--- src/verilog/psr_pkg.sv ---
// Package with register offsets, field positions and reset values of the PHY register subset.
package psr_pkg;

  // ---------------------------------------------------------------------------
  // Register offsets on the management port
  // ---------------------------------------------------------------------------
  localparam logic [4:0] BASIC_LINK_STATUS_OFS = 5'h01;
  localparam logic [4:0] PHY_IDENT_UPPER_OFS   = 5'h02;
  localparam logic [4:0] PHY_IDENT_LOWER_OFS   = 5'h03;
  localparam logic [4:0] AUTONEG_ADVERTISE_OFS = 5'h04;

  // ---------------------------------------------------------------------------
  // Status register fields
  // ---------------------------------------------------------------------------
  localparam int         STAT_LINK_BIT   = 2;
  localparam int         STAT_JABBER_BIT = 1;
  localparam int         STAT_EXT_BIT    = 0;
  // Permanent ability bits: TX full/half, 10 full/half, negotiation ability, extended registers.
  localparam logic [15:0] STAT_FIXED     = 16'h7809;

  // ---------------------------------------------------------------------------
  // Identifier values (arbitrary neutral values)
  // ---------------------------------------------------------------------------
  // Organizational ID bits 3..18, bit 3 on register bit 15; value is arbitrary.
  localparam logic [15:0] ORG_ID_UPPER_BITS = 16'h5a3c;
  // Organizational ID bits 19..24, bit 19 on register bit 15; value is arbitrary.
  localparam logic [5:0]  ORG_ID_LOWER_BITS = 6'h15;
  // Model number and revision; values are arbitrary.
  localparam logic [5:0]  MODEL_NUMBER      = 6'h2a;
  localparam logic [3:0]  MODEL_REVISION    = 4'h3;
  localparam int          IDL_ORG_LSB       = 10;
  localparam int          IDL_MODEL_LSB     = 4;
  localparam int          IDL_REV_LSB       = 0;

  // ---------------------------------------------------------------------------
  // Advertisement register fields
  // ---------------------------------------------------------------------------
  localparam int          ADV_NEXT_PAGE_BIT = 15;
  localparam int          ADV_ACK_BIT       = 14;
  localparam int          ADV_RF_BIT        = 13;
  localparam int          ADV_FC_BIT        = 10;
  localparam int          ADV_T4_BIT        = 9;
  localparam logic [15:0] ADV_WRITE_MASK    = 16'h3dff;
  localparam logic [15:0] ADV_RESET         = 16'h01e1;

endpackage : psr_pkg

--- src/verilog/psr_regs.sv ---
// Management-visible status, identifier and advertisement registers of the PHY.
//
// Operation
// - Link bit latches low on failure, stays low until status register is read.
// - Jabber bit latches high until status read or PHY reset.
// - Jabber is only recorded while running at ten megabit.
// - Extended-capability bit always reads one, ignores writes.
// - Both identifier registers together form one read-only identifier.
// - Upper identifier holds organizational ID bits 3..18 on bits 15..0.
// - Two top organizational ID bits appear in neither identifier register.
// - Lower identifier bits 15..10 hold organizational ID bits 19..24.
// - Lower identifier bits 9..4 hold the model number, MSB at 9.
// - Lower identifier bits 3..0 hold the revision, MSB at 3.
// - Advertisement word goes to negotiation; selector resets to 00001, writable.
// - Next-page bit always reads zero, writes ignored.
// - Acknowledge bit reads back the value driven by negotiation hardware.
// - Remote-fault bit writable, resets to zero, advertised to partner.
// - Flow-control bit writable, resets to zero, advertised to partner.
// - Four-pair bit permanently reads zero, ignores writes.
// - Four speed and duplex bits writable, each resets to one.
`timescale 1ns/1ps

module psr_regs
(
  input  wire logic        clock,
  input  wire logic        rstn,
  input  wire logic        phy_soft_reset,
  input  wire logic [4:0]  mgmt_addr,
  input  wire logic        mgmt_rd,
  input  wire logic        mgmt_wr,
  input  wire logic [15:0] mgmt_wdata,
  input  wire logic        link_ok,
  input  wire logic        jabber_event,
  input  wire logic        speed_10,
  input  wire logic        an_ack,
  output logic [15:0]      mgmt_rdata_q,
  output logic             mgmt_rvalid_q,
  output logic [15:0]      adv_word_q,
  output logic             link_latch_q,
  output logic             jabber_latch_q
);

  // ---------------------------------------------------------------------------
  // Decode and read mux
  // ---------------------------------------------------------------------------
  logic        status_rd;
  logic        adv_wr;
  logic [15:0] adv_q;
  logic [15:0] status_word;
  logic [15:0] ident_upper;
  logic [15:0] ident_lower;
  logic [15:0] adv_view;
  logic [15:0] read_d;

  // Strobes qualified by the decoded address.
  assign status_rd = mgmt_rd && (mgmt_addr == psr_pkg::BASIC_LINK_STATUS_OFS);
  assign adv_wr    = mgmt_wr && (mgmt_addr == psr_pkg::AUTONEG_ADVERTISE_OFS);

  // Status word built from fixed ability bits and the two latches.
  always_comb
  begin
    status_word = psr_pkg::STAT_FIXED;
    status_word[psr_pkg::STAT_LINK_BIT]   = link_latch_q;
    status_word[psr_pkg::STAT_JABBER_BIT] = jabber_latch_q;
    status_word[psr_pkg::STAT_EXT_BIT]    = 1'b1;
  end

  // Identifier words are constants; the two top ID bits have no place in them.
  assign ident_upper = psr_pkg::ORG_ID_UPPER_BITS;
  assign ident_lower = {psr_pkg::ORG_ID_LOWER_BITS, psr_pkg::MODEL_NUMBER,
                        psr_pkg::MODEL_REVISION};

  // Advertisement view: fixed zeros and the acknowledge bit owned by negotiation.
  always_comb
  begin
    adv_view = adv_q;
    adv_view[psr_pkg::ADV_NEXT_PAGE_BIT] = 1'b0;
    adv_view[psr_pkg::ADV_T4_BIT]        = 1'b0;
    adv_view[psr_pkg::ADV_ACK_BIT]       = an_ack;
  end

  // Read mux; unmapped addresses read as zero.
  always_comb
  begin
    case (mgmt_addr)
      psr_pkg::BASIC_LINK_STATUS_OFS: read_d = status_word;
      psr_pkg::PHY_IDENT_UPPER_OFS:   read_d = ident_upper;
      psr_pkg::PHY_IDENT_LOWER_OFS:   read_d = ident_lower;
      psr_pkg::AUTONEG_ADVERTISE_OFS: read_d = adv_view;
      default:                        read_d = 16'h0000;
    endcase
  end

  // ---------------------------------------------------------------------------
  // Read data return
  // ---------------------------------------------------------------------------
  // Read data is captured one cycle after the strobe, with a valid pulse.
  always_ff @(posedge clock or negedge rstn)
  begin
    if (!rstn)
    begin
      mgmt_rdata_q  <= 16'h0000;
      mgmt_rvalid_q <= 1'b0;
    end
    else
    begin
      mgmt_rvalid_q <= mgmt_rd;
      if (mgmt_rd)
      begin
        mgmt_rdata_q <= read_d;
      end
    end
  end

  // ---------------------------------------------------------------------------
  // Latched status bits
  // ---------------------------------------------------------------------------
  // Link latch: a failure wins over the re-arm done by a status read.
  always_ff @(posedge clock or negedge rstn)
  begin
    if (!rstn)
    begin
      link_latch_q <= 1'b0;
    end
    else if (phy_soft_reset || !link_ok)
    begin
      link_latch_q <= 1'b0;
    end
    else if (status_rd)
    begin
      link_latch_q <= 1'b1;
    end
  end

  // Jabber latch: a new event in a status-read cycle keeps the bit set.
  always_ff @(posedge clock or negedge rstn)
  begin
    if (!rstn)
    begin
      jabber_latch_q <= 1'b0;
    end
    else if (phy_soft_reset)
    begin
      jabber_latch_q <= 1'b0;
    end
    else if (jabber_event && speed_10)
    begin
      jabber_latch_q <= 1'b1;
    end
    else if (status_rd)
    begin
      jabber_latch_q <= 1'b0;
    end
  end

  // ---------------------------------------------------------------------------
  // Advertisement register
  // ---------------------------------------------------------------------------
  // Writable fields take the write data; read-only bits stay at zero in storage.
  always_ff @(posedge clock or negedge rstn)
  begin
    if (!rstn)
    begin
      adv_q <= psr_pkg::ADV_RESET;
    end
    else if (phy_soft_reset)
    begin
      adv_q <= psr_pkg::ADV_RESET;
    end
    else if (adv_wr)
    begin
      adv_q <= mgmt_wdata & psr_pkg::ADV_WRITE_MASK;
    end
  end

  // Word handed to the negotiation engine, registered for a clean output.
  always_ff @(posedge clock or negedge rstn)
  begin
    if (!rstn)
    begin
      adv_word_q <= psr_pkg::ADV_RESET;
    end
    else
    begin
      adv_word_q <= adv_view;
    end
  end
endmodule // psr_regs

--- config.mk ---
export PLATFORM = sky130hd
export DESIGN_NAME = psr_regs
export DESIGN_NICKNAME = d
export VERILOG_FILES = /design/src/verilog/psr_pkg.sv /design/src/verilog/psr_regs.sv
export SDC_FILE = /design/constraint.sdc
export NUM_CORES = 1
export LEC_CHECK = 0
export ABC_CLOCK_PERIOD_IN_PS = 1300
export BUFFER_PORTS_ARGS = -buffer_cell sky130_fd_sc_hd__buf_4
export CAP_MARGIN = 15
export CORE_MARGIN = 2
export CORE_UTILIZATION = 49
export DETAILED_ROUTE_END_ITERATION = 10
export PLACE_DENSITY = 0.78
export SYNTH_ARGS = -nofsm -noshare
export SYNTH_HDL_FRONTEND = slang
export SYNTH_SLANG_ARGS = --single-unit
--- constraint.sdc ---
create_clock -name clock -period 1.3 [get_ports clock]
set_input_delay 0.13 -clock clock [delete_from_list [all_inputs] [get_ports clock]]
set_output_delay 0.13 -clock clock [all_outputs]
set_load 0.05 [all_outputs]
Word level (Yosys, flattened, before mapping)
Cells that the tools add are included.
W data, S select, Z words.
Cells by class
  multiplexer cells: 8
  reductions and logical operators: 8
  equality and inequality tests: 4
Operators by type and width (number)
  $pmux W15 S4: 1
  $mux W14: 2
  $eq A5 B2 Y1 const B: 2
  $eq A5 B1 Y1 const B: 1
  $eq A5 B3 Y1 const B: 1
  $mux W1: 5
  $reduce_bool A2 Y1: 2
  $logic_and A1 B1 Y1: 3
  $reduce_bool A3 Y1: 1
  $logic_not A1 Y1: 1
  $logic_or A1 B1 Y1: 1
Storage, ports and cells
  input bits: 30
  logic and storage cells: 26
  output and inout bits: 35
  bits in registers: 47

Longest topological paths before layout
Gate-level depths: netlist (run 1).
  depth in word-level cells: 5
  mapped depth: 5
  mapped depth without buffers: 3

Least setup slack after synthesis (run 1)
OpenSTA, ideal clock, no wires.
  path type: reg2reg
  from: reg jabber_latch_q
  to: reg mgmt_rdata_q[1]
  library setup time: 0.131 ns
  arrival: 1.033 ns
  stages on the path, launching flop included: 4
  path slack: 0.136 ns
  cell sequence: dfrtp_1 or2_1 a32oi_1 o2bb2ai_1
On the way
  longest elaborated chain between the ends: 1
Ends and longest elaborated chain
  start: declaration: RTL line psr_regs.sv:40  | output logic jabber_latch_q
  start signal: assignment: RTL line psr_regs.sv:140  | jabber_latch_q <= 1'b0;
  start signal: assignment: RTL line psr_regs.sv:144  | jabber_latch_q <= 1'b0;
  start signal: assignment: RTL line psr_regs.sv:148  | jabber_latch_q <= 1'b1;
  $pmux W15 S4: RTL line psr_regs.sv:85  | case (mgmt_addr)
  end signal: assignment: RTL line psr_regs.sv:110  | mgmt_rdata_q <= read_d;
  end: declaration: RTL line psr_regs.sv:36  | output logic [15:0] mgmt_rdata_q,
Every way passes these cells.
A chain may end at the register's enable or synchronous reset.

Worst setup path after layout (run 1)
  from: reg adv_word_q[8]
  to: out adv_word_q[8]
RTL lines
  start: declaration: RTL line psr_regs.sv:38  | output logic [15:0] adv_word_q,
  start signal: assignment: RTL line psr_regs.sv:181  | adv_word_q <= psr_pkg::ADV_RESET;
  start signal: assignment: RTL line psr_regs.sv:185  | adv_word_q <= adv_view;
No word-level cell between the ends.

==> results.txt, run 1 <==
* Worst R2R Path Depth: 3
- Transition at the pin with the smallest max-transition slack: 0.533 ns
- CTS built an H-tree with a depth of 2.
* Most common flop cell mapped by yosys: dfrtp_1
- Worst setup SP type: flop
* Wirelength per Cell: 15.9 um
* Critical path arrival: 1.01 ns
* Worst flop-to-flop path startpoint: jabber_latch_q
- Initial Utilization: 0.512
- In the final layout, flip-flops and latches occupy 1140 um2.
- The floorplan step defined a die boundary enclosing 4360 um2.
- Die Y: 66.1 um
- The run finished with clean final reports.
- The count of final max-slew check failures was 0.
- Most common cell after layout, fill and taps aside: buf_4
- The path class of the tightest hold or removal check is primary input to flop.
- TritonCTS built the clock tree.
* Gate count of the mapped netlist: 165
* Critical Path Fanout Max: 1
* Leakage power figure: 1.21 nW
* Boundary pin count: 65
- Traced cell by cell, the critical path runs through buf_4.
- Cell type of the slowest stage on the worst timing path: dfstp_2
- Syn avg cell area: 11.4 um2
* Count of placed standard cells including taps: 270
- In this run the deepest clock path goes through 2 buffers.
- Post-synthesis sequential element count: 45
- On the final layout, the worst clock skew is 0.00581 ns.
- At the placement stage, the worst setup path has a slack of -0.0305 ns.
- Global router's overall resource usage: 0.229
- The cell area that synthesis handed to floorplanning was 1890 um2.
* Crit path kind: flop to output pin
- Detailed placement HPWL: 3.20 mm
- STA classifies the critical path endpoint as an output pin.
* Buffer and inverter count on the worst path: 1
- Initial antenna violation count: 0
- Leaving out fill and tap cells, the most frequent cells in the layout are 69 x buf_4, 35 x dfrtp_1, 15 x nor2_1, 14 x inv_1, 10 x dfstp_2.
- The total overflow left after global routing is 0.
- Of the available clock period, the critical path in the final layout requires 0.876.
* Total number of clock tree sinks: 45
- Number of diodes added for antenna fixing: 0
- Number of vias after detailed routing: 1524
- RD Place Congestion: 0.819
* Count of unique library cells instantiated by Yosys: 41
- Share of flip-flops with an asynchronous set or reset after synthesis: 1.00
- Number of warnings printed during yosys synthesis: 0
* Number of port buffers: 58
* Filler Cell Count: 292
- The share of the Yosys chip area taken by registers is 0.603.
- Count of nets left with antenna violations after detail routing: 0
- Number of instances on the worst hold path: 2
* Data required time of the worst path: 1.17 ns
- The first global-routing pass estimated 7.28 mm of wire.
- After routing the design area is 2560 um2.
- Setup violations remaining at the end of the flow were counted as 0.
- The core region is 3690 um2.
* Total power of the final layout: 3.07 mW
- Static timing analysis puts the maximum clock frequency at 0.878 GHz.
* Number of global-route vias before repair: 1543
* Fin worst setup slack: 0.161 ns
- In this run the clock root is driven by a clkbuf_8.
* Worst IR Drop VDD: 0.000643 V
- The number of hold violations in the final report was 0.
- Across all register-to-register paths, the minimum setup slack is 0.35 ns.
- For this run, the number of standard cells in the final layout without fillers is 280.
* Hold Path End: adv_q[12]
* Placed cell area: 2410 um2
* Die width: 66.1 um
- Routed wire length: 4.45 mm
- Clock-pin slew was measured on the worst setup and hold paths at 0.08 ns.
- Initial detailed-routing violation count: 50
* Number of buffers inserted during clock tree synthesis: 5
- Share of post-route cells with drive strength above 1: 0.392
* Post-synthesis to final-layout area growth: 35.9%
* Minimum period implied by the final worst setup slack: 1.14 ns
- In this run, post-CTS repair resized a total of 0 instances.
- Number of synthesized flops with an enable pin: 0
* Min-delay src: mgmt_wdata[12]
- Entering global routing, the biggest net connects 46 pins.
- For this run, the post-layout net count is 261.
- The worst register-to-register path ends at mgmt_rdata_q[1].
* Clk_lat worst skew: 0.30 ns
- Avg Vias per Cell: 5.44
* P per Cell Area: 1200 nW/um2
- Remaining design rule violation count: 0
- Setup repair after global routing missed its margin: no
- In this run the core area contains 22 standard-cell rows.
- The number of setup buffers added after CTS is 0.
* Kind of cell with the highest combined delay on the critical path: flip-flops
- The pre-antenna-repair detailed-routing pass consisted of 4 iterations.
* Final TNS setup: 0 ns
- The multi-input combinational cells in the finished layout cover a total of 617 um2.
* Normalized max-slew margin: 0.644
- Max-capacitance violation count: 0
- The largest single stage delay on the critical path is 0.52 ns.
-- cells in the mapped netlist (4+ instances only) --
master	n	area, um2
a21oi_1	9	45.0
a311oi_1	8	70.1
a31o_1	8	70.1
a32oi_1	4	35.0
buf_2	6	30.0
clkbuf_1	4	15.0
dfrtp_1	35	876
dfstp_2	10	263
inv_1	14	52.6
mux2i_1	5	50.1
nand2_1	4	15.0
nor2_1	15	56.3
o2bb2ai_1	5	43.8
-- per-layer routing --
metal | vias up | track usage | share of wire
li1 | 715 | - | -
met1 | 742 | 0.275 | 0.40
met2 | 57 | 0.385 | 0.52
met3 | 10 | 0.0767 | 0.062
met4 | 0 | 0.0791 | 0.020
met5 | - | 0 | 0
-- report_power, final --
| group | total [mW] | switching (mW) | internal [mW] |
|---|---|---|---|
| Clock | 1.23 | 0.462 | 0.763 |
| Combinational | 0.399 | 0.260 | 0.138 |
| Sequential | 1.45 | 0.0188 | 1.43 |
| Total | 3.07 | 0.741 | 2.33 |
-- cells by family after synthesis --
kind of cell	count (synthesis)	share of synthesized area
buffers and inverters	30	0.0736
AO/OA/AOI/OAI	47	0.190
XOR/XNOR	1	0.00464
other	1	0.00199
AND/OR/NAND/NOR	36	0.100
multiplexers	5	0.0265
flip-flops	45	0.603
-- state kept, by name, indices dropped and copies added, names as in the netlist --
signal and count:
jabber_latch_q 1, mgmt_rdata_q 15, link_latch_q 1, mgmt_rvalid_q 1, adv_q 13, adv_word_q 14
-- how the worst max path moves through the flow --
stage / from / to / slack, ns / cells after the start
after global routing: adv_word_q[7] / adv_word_q[7] / 0.12 / 1
after detailed placement: mgmt_addr[0] / adv_q[0] / -0.03 / 5
after floorplan: jabber_latch_q / mgmt_rdata_q[1] / 0.14 / 3
after CTS: adv_word_q[5] / adv_word_q[5] / 0.15 / 1
after global placement: mgmt_addr[0] / adv_q[8] / 0.04 / 5
final: adv_word_q[8] / adv_word_q[8] / 0.16 / 1
-- area by class of cell --
class | instances | area share
clock buffer | 5 | 0.0268
clock inverter | 3 | 0.0254
inverter | 15 | 0.0220
multi-input combinational | 92 | 0.241
sequential | 45 | 0.444
tap | 48 | 0.0234
timing repair buffer | 72 | 0.218
-- repair_timing --
| action | 4_1_cts | 5_1_grt |
|---|---|---|
| endpoints found under the setup margin | 0 | 0 |
| endpoints found under the hold margin | 36 | 0 |
| hold buffers | 2 | 0 |
-- metrics by stage --
stage / utilization / hold WS, ns
floorplan: - / -0.166
global placement: 0.653 / 0.141
detailed placement: 0.653 / 0.152
CTS: 0.695 / 0.0478
global route: 0.695 / 0.0511
finish: 0.695 / 0.0501
(Power assumes the default switching activity.)
==> run 2: changes to the inputs <==
==> constraint.sdc (replaced) <==
create_clock -name clock -period 1.3 [get_ports clock]
set_input_delay 0.065 -clock clock [delete_from_list [all_inputs] [get_ports clock]]
set_output_delay 0.065 -clock clock [all_outputs]
set_load 0.05 [all_outputs]
==> run 2 against run 1 <==
Effect of this change:
- register-to-register slack about the same
- largest cell class unchanged
- die area unchanged
- critical endpoint is now adv_word_q[6]
- critical path type unchanged
- setup slack better by 0.066 ns
- wire length down 3.7%
==> results.txt, run 2 (synthesized netlist as in run 1, its figures left out) <==
- The flip-flop count of the largest register, all copies and words added came to 15 (unchanged).
- Clk_lat worst skew: 0.30 ns (about the same)
- The launch point of the worst hold path was mgmt_wdata[10] (was mgmt_wdata[12]).
- The startpoint of the most critical register-to-register path was jabber_latch_q (unchanged).
* Avg Vias per Cell: 5.31 (was 5.44)
- Number of port buffers: 58 (unchanged)
* Terminus of the critical flop-to-flop path: mgmt_rdata_q[1] (unchanged)
- The number of post-CTS setup repair buffers came to 0 (unchanged).
* CTS tree: done (unchanged)
- Most frequent cells in the layout: 67 x buf_4, 35 x dfrtp_1, 15 x nor2_1, 14 x inv_1, 10 x dfstp_2 (was 69 x buf_4, 35 x dfrtp_1, 15 x nor2_1, 14 x inv_1, 10 x dfstp_2).
- Setup repair after global routing missed its margin: no (unchanged)
* Transition at the pin with the smallest max-transition slack: 0.580 ns (was 0.533 ns)
* Final setup violation count: 0 (unchanged)
- Critical path launch point: adv_word_q[6] (was adv_word_q[8])
* P per Cell Area: 1090 nW/um2 (was 1200 nW/um2)
- Register-to-register setup slack: 0.36 ns (was 0.35 ns)
- Result of the run: completed (unchanged)
- Max-slew violation count: 0 (unchanged)
- Initial Utilization: 0.512 (unchanged)
* Final hold slack: 0.00473 ns (was 0.0501 ns)
- Crit path kind: flop to output pin (unchanged)
- Detailed placement HPWL: 3.07 mm (was 3.20 mm)
- The largest net degree at the start of global routing is 46 (unchanged).
- Biggest regs: mgmt_rdata_q: 15 flops, adv_word_q: 14 flops, adv_q: 13 flops (unchanged).
* Count of nets left with antenna violations after detail routing: 0 (unchanged)
* Most common cell after layout, fill and taps aside: buf_4 (unchanged)
- The global router's overall resource usage was 0.211 (was 0.229).
- The sum of internal, switching and leakage power came to 2.78 mW (was 3.07 mW).
* Worst R2R Path Depth: 3 (unchanged)
- The minimum clock period after layout was 1.07 ns (was 1.14 ns).
* Cell at the root of the clock tree: clkbuf_8 (unchanged)
- Routed wire length: 4.28 mm (was 4.45 mm)
* Cell type of the slowest stage on the worst timing path: dfstp_2 (unchanged)
- The total net switching power came to 0.723 mW (was 0.741 mW).
* Biggest cell delay along the critical path: 0.53 ns (was 0.52 ns)
* Critical Path Fanout Max: 1 (unchanged)
- The fraction of power spent switching nets was 0.259 (was 0.241).
- The number of cell rows was 22 (unchanged).
* RD Place Congestion: 0.908 (was 0.819)
* Buffer and inverter count on the worst path: 1 (unchanged)
- Fin worst setup slack: 0.227 ns (was 0.161 ns)
* Pre-CTS worst setup slack: 0.0355 ns (was -0.0305 ns)
* Area of the core: 3690 um2 (unchanged)
* Number of buffers inserted by hold repair at cts: 8 (was 2)
* Leakage power figure: 1.21 nW (about the same)
* Number of instances on the worst hold path: 2 (unchanged)
* Kind of cell with the highest combined delay on the critical path: flip-flops (unchanged)
- Worst-path cell chain: buf_4 (unchanged)
* Number of vias after detailed routing: 1509 (was 1524)
- The vertical die dimension was 66.1 um (unchanged).
- Internal power consumption: 2.06 mW (was 2.33 mW)
- H-tree depth: 2 (unchanged)
* Number of buffers inserted during clock tree synthesis: 5 (unchanged)
- The number of clock sinks came to 45 (unchanged).
- The overall overflow remaining after global route came to 0 (unchanged).
* Post-route core utilization: 0.696 (was 0.695)
- The peak supply drop is 0.000568 V (was 0.000643 V).
- Total count of hold-check failures in the final report: 0 (unchanged)
- Initial antenna violation count: 0 (unchanged)
* Power share of the combinational group: 0.148 (was 0.130)
- The total iterations of the first detailed-routing run is 4 (unchanged).
- The worst clock skew on the final layout was 0.00810 ns (was 0.00581 ns).
- Worst setup SP type: flop (unchanged)
* Filler Cell Count: 292 (unchanged)
* Clock share of power: 0.331 (was 0.399)
- The post-cts resize count is 0 (unchanged).
- Clk slew on worst S/H paths: 0.08 ns (about the same)
- Final TNS setup: 0 ns (unchanged)
- Boundary pin count: 65 (unchanged)
* Fraction of power consumed by sequential logic: 0.521 (was 0.472)
- The register containing the most flip-flops in the final layout is mgmt_rdata_q (unchanged).
- The number of antenna repair diodes was 0 (unchanged).
- Clk buf depth: 2 (unchanged)
* Remaining design rule violation count: 0 (unchanged)
* Normalized max-slew margin: 0.609 (was 0.644)
* Data required time of the worst path: 1.24 ns (was 1.17 ns)
- Hold Path End: adv_q[10] (was adv_q[12])
- Wirelength per Cell: 15.1 um (was 15.9 um)
- Area taken by multi-input logic gates: 617 um2 (unchanged)
- Number of global-route vias before repair: 1416 (was 1543)
* Crit end category: output pin (unchanged)
- The period utilization came to 0.826 (was 0.876).
* Die width: 66.1 um (unchanged)
* Area taken by flip-flops and latches: 1140 um2 (unchanged)
* Final nets: 265 (was 261)
- The number of DRC markers after the initial detailed-route iteration came to 67 (was 50).
- The ratio of cells with drive above 1 in the final layout was 0.373 (was 0.392).
- Area of the die: 4360 um2 (unchanged)
- Max Clk Rate: 0.932 GHz (was 0.878 GHz)
* Post-synthesis to final-layout area growth: 36.0% (was 35.9%)
* Max-capacitance violation count: 0 (unchanged)
* Wire length of the first global-routing pass: 6.78 mm (was 7.28 mm)
- The classification of the worst-slack hold path is primary input to flop (unchanged).
- The arrival time reported for the critical path endpoint came to 1.01 ns (about the same).
## run 2: cell types whose count changed in the layout (fill, tap and decap cells not counted)
cell	previous run	this run
buf_12	1	0
buf_4	69	67
bufinv_16	2	0
clkbuf_8	5	7
dlygate4sd3_1	2	9
## run 2: through the flow
| stage | instances | cell area, um2 |
|---|---|---|
| floorplan | 167 | 1890 |
| global placement | 267 | 2370 |
| detailed placement | 267 | 2370 |
| CTS | 283 | 2560 |
| global route | 284 | 2570 |
| finish | 284 | 2570 |
## run 2: cell type report
cell class | instances | share of cell area
tap | 48 | 0.0234
inverter | 15 | 0.0219
multi-input combinational | 92 | 0.240
clock inverter | 1 | 0.00195
timing repair buffer | 76 | 0.231
clock buffer | 7 | 0.0375
sequential | 45 | 0.444
## run 2: layer usage
layer | share of wire | vias up | track usage
met1 | 0.41 | 733 | 0.260
met5 | 0 | - | 0
met4 | 0.012 | 0 | 0.0612
met2 | 0.51 | 50 | 0.357
li1 | - | 719 | -
met3 | 0.064 | 7 | 0.0647
## run 2: worst max-delay path by stage
| stage | to | slack [ns] | depth (start not counted) |
|---|---|---|---|
| final | adv_word_q[6] | 0.23 | 1 |
| after global routing | adv_word_q[7] | 0.19 | 1 |
| after CTS | adv_word_q[6] | 0.21 | 1 |
| after detailed placement | link_latch_q | 0.04 | 5 |
| after global placement | adv_q[8] | 0.11 | 4 |
| after floorplan | mgmt_rdata_q[1] | 0.14 | 3 |
## run 2: power by group through the flow
stage / Combinational [mW] / Clock, mW / Sequential [mW]
global placement: 0.385 / 0 / 1.47
finish: 0.413 / 0.922 / 1.45
floorplan: 0.129 / 0 / 1.57
global route: 0.444 / 1.01 / 1.45
CTS: 0.412 / 0.950 / 1.45
detailed placement: 0.392 / 0 / 1.48
